## src/common/icp_cfg.svh

```systemverilog
`ifndef ICP_CFG_SVH
`define ICP_CFG_SVH

// Register indices; the byte address is four times the index
`define ICP_IDX_PRI_A      8'h19
`define ICP_IDX_PRI_B      8'h1A
`define ICP_IDX_PRI_BACKUP 8'h1C
`define ICP_IDX_CFG3       8'h22
`define ICP_IDX_CFG4       8'h23
`define ICP_IDX_CFG5       8'h24
`define ICP_IDX_CFG6       8'h25
`define ICP_IDX_CFG9       8'h28
`define ICP_IDX_AUX        8'h40
`define ICP_IDX_STATUS     8'h41

// Reset values
`define ICP_PRI_A_RST      8'h32
`define ICP_PRI_B_RST      8'h00
`define ICP_PRI_BACKUP_RST 8'h04
`define ICP_CFG_HI_RST     4'h0
`define ICP_CODE_RST_LOW   4'h0
`define ICP_CODE_RST_HIGH  4'h3
`define ICP_AUX_RST        2'h0

// Field positions of the input configuration registers
`define ICP_CFG_PROG_DIV_BIT 7
`define ICP_CFG_FIX8K_BIT    6
`define ICP_CFG_BUCKET_HI    5
`define ICP_CFG_BUCKET_LO    4
`define ICP_CFG_CODE_HI      3
`define ICP_CFG_CODE_LO      0

// Auxiliary control fields
`define ICP_AUX_TARGET_BIT 0
`define ICP_AUX_RATE_BIT   1

// Inputs with differential receivers, one bit per input (3,4,5,6,9)
`define ICP_DIFF_MASK      5'h0C

// Nominal rate codes with special handling
`define ICP_CODE_2K        4'h9
`define ICP_CODE_4K        4'hA
`define ICP_CODE_155M52    4'h8
`define ICP_CODE_31M25     4'hD
`define ICP_CODE_ALT_156M  4'h4

`endif

```

## src/common/icp_pkg.sv

```systemverilog
package icp_pkg;

  typedef enum logic [1:0] {
    ICP_MODE_DIRECT,
    ICP_MODE_FIXED8K,
    ICP_MODE_PROG,
    ICP_MODE_ALT
  } icp_mode_t;

  typedef enum logic [4:0] {
    ICP_RATE_8K,
    ICP_RATE_1544K,
    ICP_RATE_2048K,
    ICP_RATE_6M48,
    ICP_RATE_19M44,
    ICP_RATE_25M92,
    ICP_RATE_38M88,
    ICP_RATE_51M84,
    ICP_RATE_77M76,
    ICP_RATE_155M52,
    ICP_RATE_2K,
    ICP_RATE_4K,
    ICP_RATE_31M25,
    ICP_RATE_10M,
    ICP_RATE_25M,
    ICP_RATE_62M5,
    ICP_RATE_125M,
    ICP_RATE_156M25,
    ICP_RATE_UNDEF
  } icp_rate_t;

endpackage

```

## src/common/icp_reg_if.sv

```systemverilog
interface icp_reg_if;
  logic       wr_stb;
  logic [7:0] idx;
  logic [7:0] wdata;
  logic [7:0] rd_data;
  logic       hit;

  modport bus  (output wr_stb, output idx, output wdata, input rd_data, input hit);
  modport regs (input wr_stb, input idx, input wdata, output rd_data, output hit);
endinterface

```

## src/icp_rate_decode.sv

```systemverilog
`include "icp_cfg.svh"

module icp_rate_decode
  import icp_pkg::*;
(
  input  wire logic       prog_div_i,
  input  wire logic       fix8k_i,
  input  wire logic [3:0] code_i,
  input  wire logic       rate_sel_i,
  input  wire logic       diff_i,
  output icp_mode_t       mode_o,
  output icp_rate_t       rate_o,
  output logic            valid_o
);

  // Predivider mode; 2k/4k codes cannot use the 8 kHz predivider
  always_comb begin
    if (prog_div_i && fix8k_i) begin
      mode_o = ICP_MODE_ALT;
    end else if (prog_div_i) begin
      mode_o = ICP_MODE_PROG;
    end else if (fix8k_i && code_i != `ICP_CODE_2K && code_i != `ICP_CODE_4K) begin
      mode_o = ICP_MODE_FIXED8K;
    end else begin
      mode_o = ICP_MODE_DIRECT;
    end
  end

  // Nominal rate and whether the code is legal for this input
  always_comb begin
    rate_o  = ICP_RATE_UNDEF;
    valid_o = 1'b1;
    if (prog_div_i && fix8k_i) begin
      case (code_i)
        4'h0: rate_o = ICP_RATE_10M;
        4'h1: rate_o = ICP_RATE_25M;
        4'h2: rate_o = ICP_RATE_62M5;
        4'h3: rate_o = ICP_RATE_125M;
        `ICP_CODE_ALT_156M: begin
          rate_o  = ICP_RATE_156M25;
          valid_o = diff_i;
        end
        default: valid_o = 1'b0;
      endcase
    end else begin
      case (code_i)
        4'h0: rate_o = ICP_RATE_8K;
        4'h1: rate_o = rate_sel_i ? ICP_RATE_2048K : ICP_RATE_1544K;
        4'h2: rate_o = ICP_RATE_6M48;
        4'h3: rate_o = ICP_RATE_19M44;
        4'h4: rate_o = ICP_RATE_25M92;
        4'h5: rate_o = ICP_RATE_38M88;
        4'h6: rate_o = ICP_RATE_51M84;
        4'h7: rate_o = ICP_RATE_77M76;
        `ICP_CODE_155M52: begin
          rate_o  = ICP_RATE_155M52;
          valid_o = diff_i;
        end
        `ICP_CODE_2K: rate_o = ICP_RATE_2K;
        `ICP_CODE_4K: rate_o = ICP_RATE_4K;
        `ICP_CODE_31M25: begin
          rate_o  = ICP_RATE_31M25;
          // Not a multiple of 8 kHz
          valid_o = !(fix8k_i && !prog_div_i);
        end
        default: valid_o = 1'b0;
      endcase
    end
  end

endmodule

```

## src/icp_apb_slave.sv

```systemverilog
module icp_apb_slave (
  input  wire logic        clk_i,
  input  wire logic        rst_n_i,
  input  wire logic        psel_i,
  input  wire logic        penable_i,
  input  wire logic        pwrite_i,
  input  wire logic [9:0]  paddr_i,
  input  wire logic [31:0] pwdata_i,
  output logic [31:0]      prdata_o,
  output logic             pready_o,
  output logic             pslverr_o,
  icp_reg_if.bus           rif
);

  logic        aligned;
  logic        mapped;
  logic [31:0] prdata_q;

  // Decode; a misaligned byte address is treated as unmapped
  assign aligned     = (paddr_i[1:0] == 2'h0);
  assign mapped      = aligned && rif.hit;
  assign rif.idx     = paddr_i[9:2];
  assign rif.wdata   = pwdata_i[7:0];
  assign rif.wr_stb  = psel_i && penable_i && pwrite_i && mapped;

  // Zero wait states: read data is captured in the setup cycle
  assign pready_o  = 1'b1;
  assign pslverr_o = psel_i && penable_i && !mapped;
  assign prdata_o  = prdata_q;

  // Read data register, upper bits always zero
  always_ff @(posedge clk_i or negedge rst_n_i) begin
    if (!rst_n_i) begin
      prdata_q <= 32'h0000_0000;
    end else if (psel_i && !penable_i && !pwrite_i) begin
      prdata_q <= mapped ? {24'h00_0000, rif.rd_data} : 32'h0000_0000;
    end
  end

endmodule

```

## src/icp_regs.sv

```systemverilog
// Overview of operation
// - Each input has a 4-bit priority; 0001 ranks highest, 1111 lowest.
// - Priority 0000 makes that input unavailable for selection.
// - Priorities feed the system DPLL only while target select is zero.
// - Nonzero write to input 4 priority clears input 6 priority.
// - Nonzero write to input 3 priority clears input 5 priority.
// - Programmable predivide alone divides the input by the shared factor.
// - Fixed 8 kHz alone applies a preset predivider giving 8 kHz.
// - Fixed 8 kHz is ignored for codes 1001 and 1010 without predivide.
// - Both predivide enables select the alternate frequency table.
// - A 2-bit field picks one of four leak profiles per input.
// - Standard codes 0000-0111 decode to 8 kHz up to 77.76 MHz.
// - Standard codes 1000-1111: 155.52M, 2k, 4k, 31.25M, rest undefined.
// - Alternate codes 0000-0100 decode 10M to 156.25M; rest undefined.
// - Rate code resets to 0000 for inputs 3,4 and 0011 for 5,6,9.
//
// Local design decision: the APB interface to the registers.
`include "icp_cfg.svh"

module icp_regs
  import icp_pkg::*;
(
  input  wire logic        CLK_I,
  input  wire logic        RST_N_I,
  input  wire logic        PSEL_I,
  input  wire logic        PENABLE_I,
  input  wire logic        PWRITE_I,
  input  wire logic [9:0]  PADDR_I,
  input  wire logic [31:0] PWDATA_I,
  output logic [31:0]      PRDATA_O,
  output logic             PREADY_O,
  output logic             PSLVERR_O,
  output logic [19:0]      PRIORITY_O,
  output logic [4:0]       AVAIL_O,
  output logic [9:0]       BUCKET_O,
  output logic [9:0]       PREDIV_MODE_O,
  output logic [24:0]      RATE_O,
  output logic [4:0]       RATE_VALID_O
);

  localparam int NUM_IN = 5;
  // Reset images of the priority words and the differential input map
  localparam logic [7:0] pri_a_rst  = `ICP_PRI_A_RST;
  localparam logic [7:0] pri_b_rst  = `ICP_PRI_B_RST;
  localparam logic [7:0] pri_bk_rst = `ICP_PRI_BACKUP_RST;
  localparam logic [4:0] diff_mask  = `ICP_DIFF_MASK;

  icp_reg_if rif ();

  // Inputs in slot order: 3, 4, 5, 6, 9
  logic [3:0] pri_q   [NUM_IN];
  logic [7:0] cfg_q   [NUM_IN];
  logic [1:0] aux_q;
  logic [3:0] pri_out_q [NUM_IN];
  logic [4:0] avail_q;
  logic [1:0] bucket_q  [NUM_IN];
  icp_mode_t  mode_q    [NUM_IN];
  icp_rate_t  rate_q    [NUM_IN];
  logic [4:0] valid_q;
  icp_mode_t  mode_w    [NUM_IN];
  icp_rate_t  rate_w    [NUM_IN];
  logic [4:0] valid_w;
  logic       target_sel;
  logic       rate_sel;
  logic       wr_a;
  logic       wr_b;
  logic       wr_bk;
  logic [3:0] wd_lo;
  logic [3:0] wd_hi;

  // Index of the configuration register of one input slot
  function automatic logic [7:0] cfg_index(input int k);
    case (k)
      0:       cfg_index = `ICP_IDX_CFG3;
      1:       cfg_index = `ICP_IDX_CFG4;
      2:       cfg_index = `ICP_IDX_CFG5;
      3:       cfg_index = `ICP_IDX_CFG6;
      default: cfg_index = `ICP_IDX_CFG9;
    endcase
  endfunction

  // Reset value of one configuration register
  function automatic logic [7:0] cfg_reset(input int k);
    cfg_reset = (k < 2) ? {`ICP_CFG_HI_RST, `ICP_CODE_RST_LOW}
                        : {`ICP_CFG_HI_RST, `ICP_CODE_RST_HIGH};
  endfunction

  icp_apb_slave u_apb (
    .clk_i     (CLK_I),
    .rst_n_i   (RST_N_I),
    .psel_i    (PSEL_I),
    .penable_i (PENABLE_I),
    .pwrite_i  (PWRITE_I),
    .paddr_i   (PADDR_I),
    .pwdata_i  (PWDATA_I),
    .prdata_o  (PRDATA_O),
    .pready_o  (PREADY_O),
    .pslverr_o (PSLVERR_O),
    .rif       (rif)
  );

  assign target_sel = aux_q[`ICP_AUX_TARGET_BIT];
  assign rate_sel   = aux_q[`ICP_AUX_RATE_BIT];
  assign wr_a       = rif.wr_stb && rif.idx == `ICP_IDX_PRI_A;
  assign wr_b       = rif.wr_stb && rif.idx == `ICP_IDX_PRI_B;
  assign wr_bk      = rif.wr_stb && rif.idx == `ICP_IDX_PRI_BACKUP;
  assign wd_lo      = rif.wdata[3:0];
  assign wd_hi      = rif.wdata[7:4];

  // Priority fields; pairing clears happen in the same write
  always_ff @(posedge CLK_I or negedge RST_N_I) begin
    if (!RST_N_I) begin
      pri_q[0] <= pri_a_rst[3:0];
      pri_q[1] <= pri_a_rst[7:4];
      pri_q[2] <= pri_b_rst[3:0];
      pri_q[3] <= pri_b_rst[7:4];
      pri_q[4] <= pri_bk_rst[3:0];
    end else begin
      if (wr_a) begin
        pri_q[0] <= wd_lo;
        pri_q[1] <= wd_hi;
        if (wd_hi != 4'h0) begin
          pri_q[3] <= 4'h0;
        end
        if (wd_lo != 4'h0) begin
          pri_q[2] <= 4'h0;
        end
      end
      if (wr_b) begin
        pri_q[2] <= wd_lo;
        pri_q[3] <= wd_hi;
      end
      if (wr_bk) begin
        pri_q[4] <= wd_lo;
      end
    end
  end

  // Per-input configuration registers
  always_ff @(posedge CLK_I or negedge RST_N_I) begin
    if (!RST_N_I) begin
      for (int k = 0; k < NUM_IN; k++) begin
        cfg_q[k] <= cfg_reset(k);
      end
    end else begin
      for (int k = 0; k < NUM_IN; k++) begin
        if (rif.wr_stb && rif.idx == cfg_index(k)) begin
          cfg_q[k] <= rif.wdata;
        end
      end
    end
  end

  // Target select and E1/T1 rate select
  always_ff @(posedge CLK_I or negedge RST_N_I) begin
    if (!RST_N_I) begin
      aux_q <= `ICP_AUX_RST;
    end else if (rif.wr_stb && rif.idx == `ICP_IDX_AUX) begin
      aux_q <= rif.wdata[1:0];
    end
  end

  // Read mux and address map
  always_comb begin
    rif.rd_data = 8'h00;
    rif.hit     = 1'b1;
    case (rif.idx)
      `ICP_IDX_PRI_A:      rif.rd_data = {pri_q[1], pri_q[0]};
      `ICP_IDX_PRI_B:      rif.rd_data = {pri_q[3], pri_q[2]};
      `ICP_IDX_PRI_BACKUP: rif.rd_data = {4'h0, pri_q[4]};
      `ICP_IDX_CFG3:       rif.rd_data = cfg_q[0];
      `ICP_IDX_CFG4:       rif.rd_data = cfg_q[1];
      `ICP_IDX_CFG5:       rif.rd_data = cfg_q[2];
      `ICP_IDX_CFG6:       rif.rd_data = cfg_q[3];
      `ICP_IDX_CFG9:       rif.rd_data = cfg_q[4];
      `ICP_IDX_AUX:        rif.rd_data = {6'h00, aux_q};
      // Live decode status, writes ignored
      `ICP_IDX_STATUS:     rif.rd_data = {3'h0, valid_q};
      default:             rif.hit     = 1'b0;
    endcase
  end

  // Rate decoders, one per input
  for (genvar k = 0; k < NUM_IN; k++) begin : g_dec
    icp_rate_decode u_dec (
      .prog_div_i (cfg_q[k][`ICP_CFG_PROG_DIV_BIT]),
      .fix8k_i    (cfg_q[k][`ICP_CFG_FIX8K_BIT]),
      .code_i     (cfg_q[k][`ICP_CFG_CODE_HI:`ICP_CFG_CODE_LO]),
      .rate_sel_i (rate_sel),
      .diff_i     (diff_mask[k]),
      .mode_o     (mode_w[k]),
      .rate_o     (rate_w[k]),
      .valid_o    (valid_w[k])
    );
    assign PRIORITY_O[4*k +: 4]    = pri_out_q[k];
    assign BUCKET_O[2*k +: 2]      = bucket_q[k];
    assign PREDIV_MODE_O[2*k +: 2] = mode_q[k];
    assign RATE_O[5*k +: 5]        = rate_q[k];
  end

  assign AVAIL_O      = avail_q;
  assign RATE_VALID_O = valid_q;

  // Outputs to the selector and monitors, registered for clean timing
  always_ff @(posedge CLK_I or negedge RST_N_I) begin
    if (!RST_N_I) begin
      avail_q <= 5'h00;
      valid_q <= 5'h00;
      for (int k = 0; k < NUM_IN; k++) begin
        pri_out_q[k] <= 4'h0;
        bucket_q[k]  <= 2'h0;
        mode_q[k]    <= ICP_MODE_DIRECT;
        rate_q[k]    <= ICP_RATE_8K;
      end
    end else begin
      valid_q <= valid_w;
      for (int k = 0; k < NUM_IN; k++) begin
        // Other DPLL owns the fields while target select is set
        pri_out_q[k] <= target_sel ? 4'h0 : pri_q[k];
        avail_q[k]   <= !target_sel && pri_q[k] != 4'h0;
        bucket_q[k]  <= cfg_q[k][`ICP_CFG_BUCKET_HI:`ICP_CFG_BUCKET_LO];
        mode_q[k]    <= mode_w[k];
        rate_q[k]    <= rate_w[k];
      end
    end
  end

  // Checks on slot 0 (input 3), input 4 availability, target select, the pairing clears and backup reads
  logic [3:0] pri0_w;
  logic [7:0] cfg0_w;
  assign pri0_w = pri_q[0];
  assign cfg0_w = cfg_q[0];
endmodule

```

## config.mk

```make
export PLATFORM = sky130hd
export DESIGN_NAME = icp_regs
export DESIGN_NICKNAME = d
export VERILOG_FILES = /design/src/common/icp_pkg.sv /design/src/common/icp_reg_if.sv /design/src/icp_rate_decode.sv /design/src/icp_apb_slave.sv /design/src/icp_regs.sv
export VERILOG_INCLUDE_DIRS = /design/src /design/src/common
export SDC_FILE = /design/constraint.sdc
export NUM_CORES = 1
export LEC_CHECK = 0
export BUFFER_PORTS_ARGS = -buffer_cell sky130_fd_sc_hd__buf_2
export CAP_MARGIN = 20
export CORE_ASPECT_RATIO = 1.1
export CORE_MARGIN = 2
export CORE_UTILIZATION = 49
export CTS_CLUSTER_SIZE = 28
export DETAILED_ROUTE_END_ITERATION = 10
export PLACE_DENSITY = 0.79
export SLEW_MARGIN = 20
export SYNTH_ARGS = -nofsm -noshare
export SYNTH_HDL_FRONTEND = slang
export SYNTH_SLANG_ARGS = --single-unit
```

## constraint.sdc

```tcl
create_clock -name CLK_I -period 2 [get_ports CLK_I]
set_clock_uncertainty 0.2 [all_clocks]
set_input_delay 0.2 -clock CLK_I [delete_from_list [all_inputs] [get_ports CLK_I]]
set_output_delay 0.2 -clock CLK_I [all_outputs]
set_load 0.02 [all_outputs]
```

Yosys cells after proc, flatten, opt, wreduce, memory -nomap -nowiden
Cells that the tools add are included.
{"block": "op_classes", "order_cmp": 0, "muxes": 58, "div_mod_pow": 0, "add_sub_neg": 0, "n_mul": 0, "shift": 0, "n_eq_ne": 75, "reduce_logical": 84, "n_bitwise": 0}
{"op": "5-bit case mux with 12 select lines", "n": 5}
{"op": "5-bit case mux with 5 select lines", "n": 5}
{"op": "4-bit by 3-bit equality test with 1-bit output, second input constant", "n": 20}
{"op": "4-bit equality test, second input constant", "n": 20}
{"op": "8-bit case mux with 10 select lines", "n": 1}
{"op": "1-bit logical AND", "n": 41}
{"op": "4-bit by 2-bit equality test with 1-bit output, second input constant", "n": 10}
{"op": "8-bit by 6-bit equality test with 1-bit output, second input constant", "n": 5}
{"op": "4-bit inequality test, second input constant", "n": 10}
{"op": "10-bit OR reduction", "n": 4}
{"op": "4-bit 2-to-1 mux", "n": 7}
{"op": "4-bit nonzero test", "n": 7}
{"op": "5-bit 2-to-1 mux", "n": 5}
{"op": "8-bit by 5-bit equality test with 1-bit output, second input constant", "n": 3}
{"op": "8-bit 2-to-1 mux", "n": 3}
{"op": "2-bit 2-to-1 mux", "n": 11}
{"op": "11-bit OR reduction", "n": 2}
{"op": "4-bit by 1-bit equality test with 1-bit output, second input constant", "n": 5}
{"op": "4-bit zero test", "n": 5}
{"op": "8-bit by 7-bit equality test with 1-bit output, second input constant", "n": 2}
{"op": "1-bit 2-to-1 mux", "n": 16}
{"op": "1-bit zero test", "n": 14}
{"op": "4-bit OR reduction", "n": 3}
{"op": "1-bit case mux with 2 select lines", "n": 5}
{"op": "4 further kinds", "n": 8}
{"block": "totals", "in_bits": 47, "mem_count": 0, "romBits": 0, "latch_bits": 0, "out_inout_bits": 109, "ram_bits": 0, "wordCells": 251, "regBits": 169}

Longest topological paths before layout
{"block": "logic_depth", "word_depth": 8, "depth_mapped": 7, "mapped_depth_nobuf": 5}

By module
A second synthesis with hierarchy kept.
{"block": "unflattened", "cells_unflattened": 670, "hier_area_um2": 7373.3}
{"module": "icp_regs", "cells_per_inst": 368, "seq_area_each_um2": 3440.8, "area_per_inst_um2": 5167.5, "instances": 1}
{"module": "icp_rate_decode", "cells_per_inst": 46, "seq_area_each_um2": 0.0, "area_per_inst_um2": 295.3, "instances": 5}
{"module": "icp_apb_slave", "cells_per_inst": 72, "seq_area_each_um2": 200.2, "area_per_inst_um2": 729.4, "instances": 1}

Worst setup path after synthesis
OpenSTA, ideal clock, no wires.
{"block": "synth_path", "kind": "input port to flip-flop", "startpoint": "in PADDR_I[6]", "endpoint": "reg cfg_q, in the netlist cfg0_w[2]", "t_required_ns": 1.675, "stages": 6, "arrival_time_ns": 1.813, "setup_ns": 0.125, "path_buffers": 2, "path_slack_ns": -0.137, "path_cell_list": "or4b_1 -> buf_2 -> nor4_4 -> nor2b_1 -> buf_4 -> mux2_2"}
{"block": "synth_between", "elab_chain_cells": 6, "elab_cells_between_ends": 15, "cone_classes": "eq/ne: 10; mux: 1; reduce/logical: 4"}
{"element": "start: declaration", "line_no": "icp_regs.sv:28", "text": "input wire logic [9:0] PADDR_I,"}
{"element": "8-bit by 5-bit equality test with 1-bit output, or another cell as far along", "line_no": "icp_regs.sv:167", "text": "case (rif.idx)"}
{"element": "10-bit OR reduction (no line)"}
{"element": "1-bit 2-to-1 mux", "line_no": "icp_regs.sv:167"}
{"element": "1-bit logical AND", "line_no": "icp_apb_slave.sv:21", "text": "assign mapped = aligned && rif.hit;"}
{"element": "1-bit logical AND", "line_no": "icp_apb_slave.sv:24", "text": "assign rif.wr_stb = psel_i && penable_i && pwrite_i && mapped;"}
{"element": "1-bit logical AND *", "line_no": "icp_regs.sv:147", "text": "if (rif.wr_stb && rif.idx == cfg_index(k)) begin"}
{"element": "end signal: indexed assignment", "line_no": "icp_regs.sv:143", "text": "cfg_q[k] <= cfg_reset(k);"}
{"element": "end signal: indexed assignment", "line_no": "icp_regs.sv:148", "text": "cfg_q[k] <= rif.wdata;"}
{"element": "end: declaration", "line_no": "icp_regs.sv:52", "text": "logic [7:0] cfg_q [NUM_IN];"}
Every way passes the cells marked *; elsewhere a longest branch is shown, timed or not.
A chain may end at the register's enable or synchronous reset.

Worst setup path in the final report
{"block": "layout_path", "startpoint": "in PADDR_I[7]", "endpoint": "out PSLVERR_O"}
{"block": "layout_between", "elab_chain_cells": 6, "elab_cells_between_ends": 15, "cone_classes": "eq/ne: 10; mux: 1; reduce/logical: 4"}
{"element": "8-bit by 5-bit equality test with 1-bit output, or another cell as far along", "line_no": "icp_regs.sv:167"}
{"element": "10-bit OR reduction (no line) *"}
{"element": "1-bit 2-to-1 mux *", "line_no": "icp_regs.sv:167"}
{"element": "1-bit logical AND *", "line_no": "icp_apb_slave.sv:21"}
{"element": "1-bit zero test *", "line_no": "icp_apb_slave.sv:28", "text": "assign pslverr_o = psel_i && penable_i && !mapped;"}
{"element": "1-bit logical AND *", "line_no": "icp_apb_slave.sv:28"}
{"element": "end: declaration", "line_no": "icp_regs.sv:32", "text": "output logic PSLVERR_O,"}
Marks and branches as above.

==> impl_results.md <==
- Status: finished, final reports clean
- P_leak: 4.43 nW
- Grt met1 use: 31.9%
- Async set-reset flop share out of synthesis: 100%
- PortBufs: 106
- Count leader, synth: dfrtp_1
- Worst Setup End Kind: output port
- Xor and xnor area share after synthesis: 0.614%
- First-pass GRT wire length: between 20 and 30 mm
- Number of flops mapped to enable cells by yosys: 0
- Dominant cells by area after synthesis: dfrtp_1 47%, mux2_2 8.7%, dfstp_2 3.7%, o21ai_0 3.1%, nor2b_1 2.9%
- GR Util All Layers: 24.8%
- Post-synthesis adder-cell area fraction: 0.140%
- Top cell type's share of synthesized area: 47.4%
- CP arrival: 1.56 ns
- Worst Hold Class: in -> reg
- Width of the die: between 100 and 150 µm
- Final min period: 1.96 ns
- Die area: between 0.015 and 0.02 mm²
- DRC viols: 0
- Setup WS post-layout: 0.0410 ns
- DR vias: approximately 5900
- Post-Syn Instances: 678
- Critical path class: in -> out
- Routed wire length: approximately 19 mm
- Worst Hold Path EP: cfg_q[0]
- Synth Area in Compound Gates: 13.1%
- WL/cell: 18.2 µm
- Syn avg cell area: roughly 11 µm²
- Post-synth top area cell: dfrtp_1
- Main combinational cell family by area after synthesis: simple AND/OR/NAND/NOR gates
- Yosys warning total: 0
- Initial DRC count: 503
- Post-DRT Antenna Nets: 0
- Reg2reg path depth: 5
- Synth Flop Type: dfrtp_1
- Estimated wirelength of the detail-placed design: 13.2 mm
- GP Congestion: 0.936
- Initial Util: 49.8%
- Row count: 46
- CTS max path bufs: 2
- Clock root buffer: clkbuf_16
- P&R area growth vs syn: 27.0%
- CTS H-tree lvls: 4
- Vias in the first global route: 5432
- Layout cell share with drive strength beyond 1: approximately a third
- GR peak layer: met2
- Number of antenna violations at the first check in global routing: 0
- # diodes: 0
- Hold Startpoint: PWDATA_I[0]
- Pre-CTS WS: -0.213 ns
- RR Startpoint: cfg_q[17]
- Die H: 131 µm
- Via density per instance: 5.69
- Yosys reg bits: 145
- Pre-antenna DRT Iters: 5
- Global Route met3 Usage: 4.82%
- Total CTS buffers: 17
- GRT overflow: 0
- Nets: 878
- R2r setup slk: ~0.090 ns
- Simple-gate share of the synthesized area: 18.7%
- Number of max-cap violations: 0
- Slew headroom: 66.3%
- Fmax achieved: 510 MHz
- Max FO, Critical Path: 6
- Worst path required time: ~1.6 ns
- Min-Delay Path Depth: 4
- CTS tree: built
- Type of origin of the critical path: primary input
- Actual slew at the worst max-slew pin: 0.505 ns
- Utilization after layout: 63.2%
- Dpl cell area: between 0.008 and 0.009 mm²
- Sink Count: 145
- Sequential area share after synthesis: between 50% and 60%
- Peak VDD IR: 0.000496 V
- Core area: 0.0143 mm²
- Clock-pin slew on the worst setup and hold paths: 0.05 ns
- PwrDens: 754 mW/mm²
- Setup violations, final: 0
- Mux share of post-synthesis cell area: 10.2%
- Most frequent cells after synthesis: 135 x dfrtp_1, 55 x mux2_2, 53 x nand2_1
- Clk_lat worst skew: roughly 0.43 ns
- Netlist cell types: 67
- Final Hold Fails: 0
- Tcrit/Tclk final: roughly 98%
- Finished Cell Area: 0.00906 mm²
- Slew Viols, Final: 0
- Reg-to-reg endpoint: u_apb.prdata_o[1]
- Met2 Resource Use GR: 42.2%
- Post-Syn Area: 0.00713 mm²
- Top Ports: 156
- Largest net degree at the start of global routing: 50
[final cells by class]
type	count	area [µm²]
fillers	1084	5270
flip-flops and latches	145	3640
multi-input cells	469	3220
repair buffers	188	1280
clock buffers	21	460
well taps	192	240
clock inverters	11	186
inverters	10	37.5
[state kept, by name, summed over array words and instances (netlist names)]
signal and flops:
cfg_q 32, RATE_O 25, PRIORITY_O 20, pri_q 16, BUCKET_O 10, PREDIV_MODE_O 10
cfg0_w 8, u_apb.prdata_o 8, AVAIL_O 5, RATE_VALID_O 5, pri0_w 4, aux_q 2
[stage by stage]
stage               setup TNS [ns]  instances  total power, mW  hold WS, ns
CTS                              0       1033             6.83       0.0286
global route              -0.00817       1036             7.04       0.0501
floorplan                    -2.17        701             3.21       -0.296
detailed placement           -6.61        994             3.40      -0.0226
global placement             -5.38        994             3.39      -0.0289
finish                           0       1036             6.83       0.0361
[worst max-delay path, cell delays in order]
cell and delay [ns]:
clkbuf_4 0.15, buf_4 0.14, nor4b_2 0.26, nand2_1 0.18, a31oi_4 0.22, o21ai_1 0.10
and3_1 0.17, buf_6 0.14
[routing by layer]
metal | routed length [µm] | part of all wire (%) | up-vias
met4 | 469 | 2.5 | 0
met5 | 0 | 0 | -
met3 | 1080 | 5.7 | 43
met1 | 7910 | 42 | 2912
met2 | 9440 | 50 | 258
li1 | - | - | 2684
[cell families (layout without fill, tap and decap cells)]
group / Yosys count / count (layout)
muxes: 66 / 66
adders and majority gates: 1 / 1
buffers and inverters: 87 / 230
other: 2 / 25
AOI/OAI and AO/OA: 142 / 142
DFF: 145 / 145
xor gates and xnor gates: 5 / 5
and+or+nand+nor: 230 / 230
[worst max-delay path by stage]
stage	from	endpoint	slack (ns)	cells past startpoint
final	PADDR_I[7]	PSLVERR_O	0.04	8
after global routing	PADDR_I[8]	PSLVERR_O	-0.008	8
after CTS	PADDR_I[8]	PSLVERR_O	0.003	8
after detailed placement	PADDR_I[6]	cfg0_w[6]	-0.21	6
after global placement	PADDR_I[6]	cfg0_w[3]	-0.16	6
after floorplan	PADDR_I[6]	cfg0_w[2]	-0.11	6
[timing repair]
item | 4_1_cts | 5_1_grt
hold buffers | 6 | 0
endpoints found under the setup margin | 1 | 1
hold endpoints to repair | 156 | 0
resized for setup | 4 | 12
setup buffers | 2 | 3
pin swaps | 4 | 7
[cell usage in the layout, fill, tap and decap left out, types with 17 or more instances in the layout]
master     synthesis  layout
dfrtp_1          135     135
buf_2              5     101
buf_4             27      69
nand2_1           53      53
mux2_2            55      49
nor2_1            44      44
o21ai_0           44      43
nor2b_1           33      33
conb_1             2      25
a21oi_1           23      23
clkbuf_16          0      17
[where the power goes]
group | switching (mW) | leakage [nW] | internal, mW
logic | 0.270 | 2.16 | 0.141
registers | 0.0130 | 1.96 | 2.95
clock network | 1.19 | 0.317 | 2.27
Power figures use the tool's default switching activity.
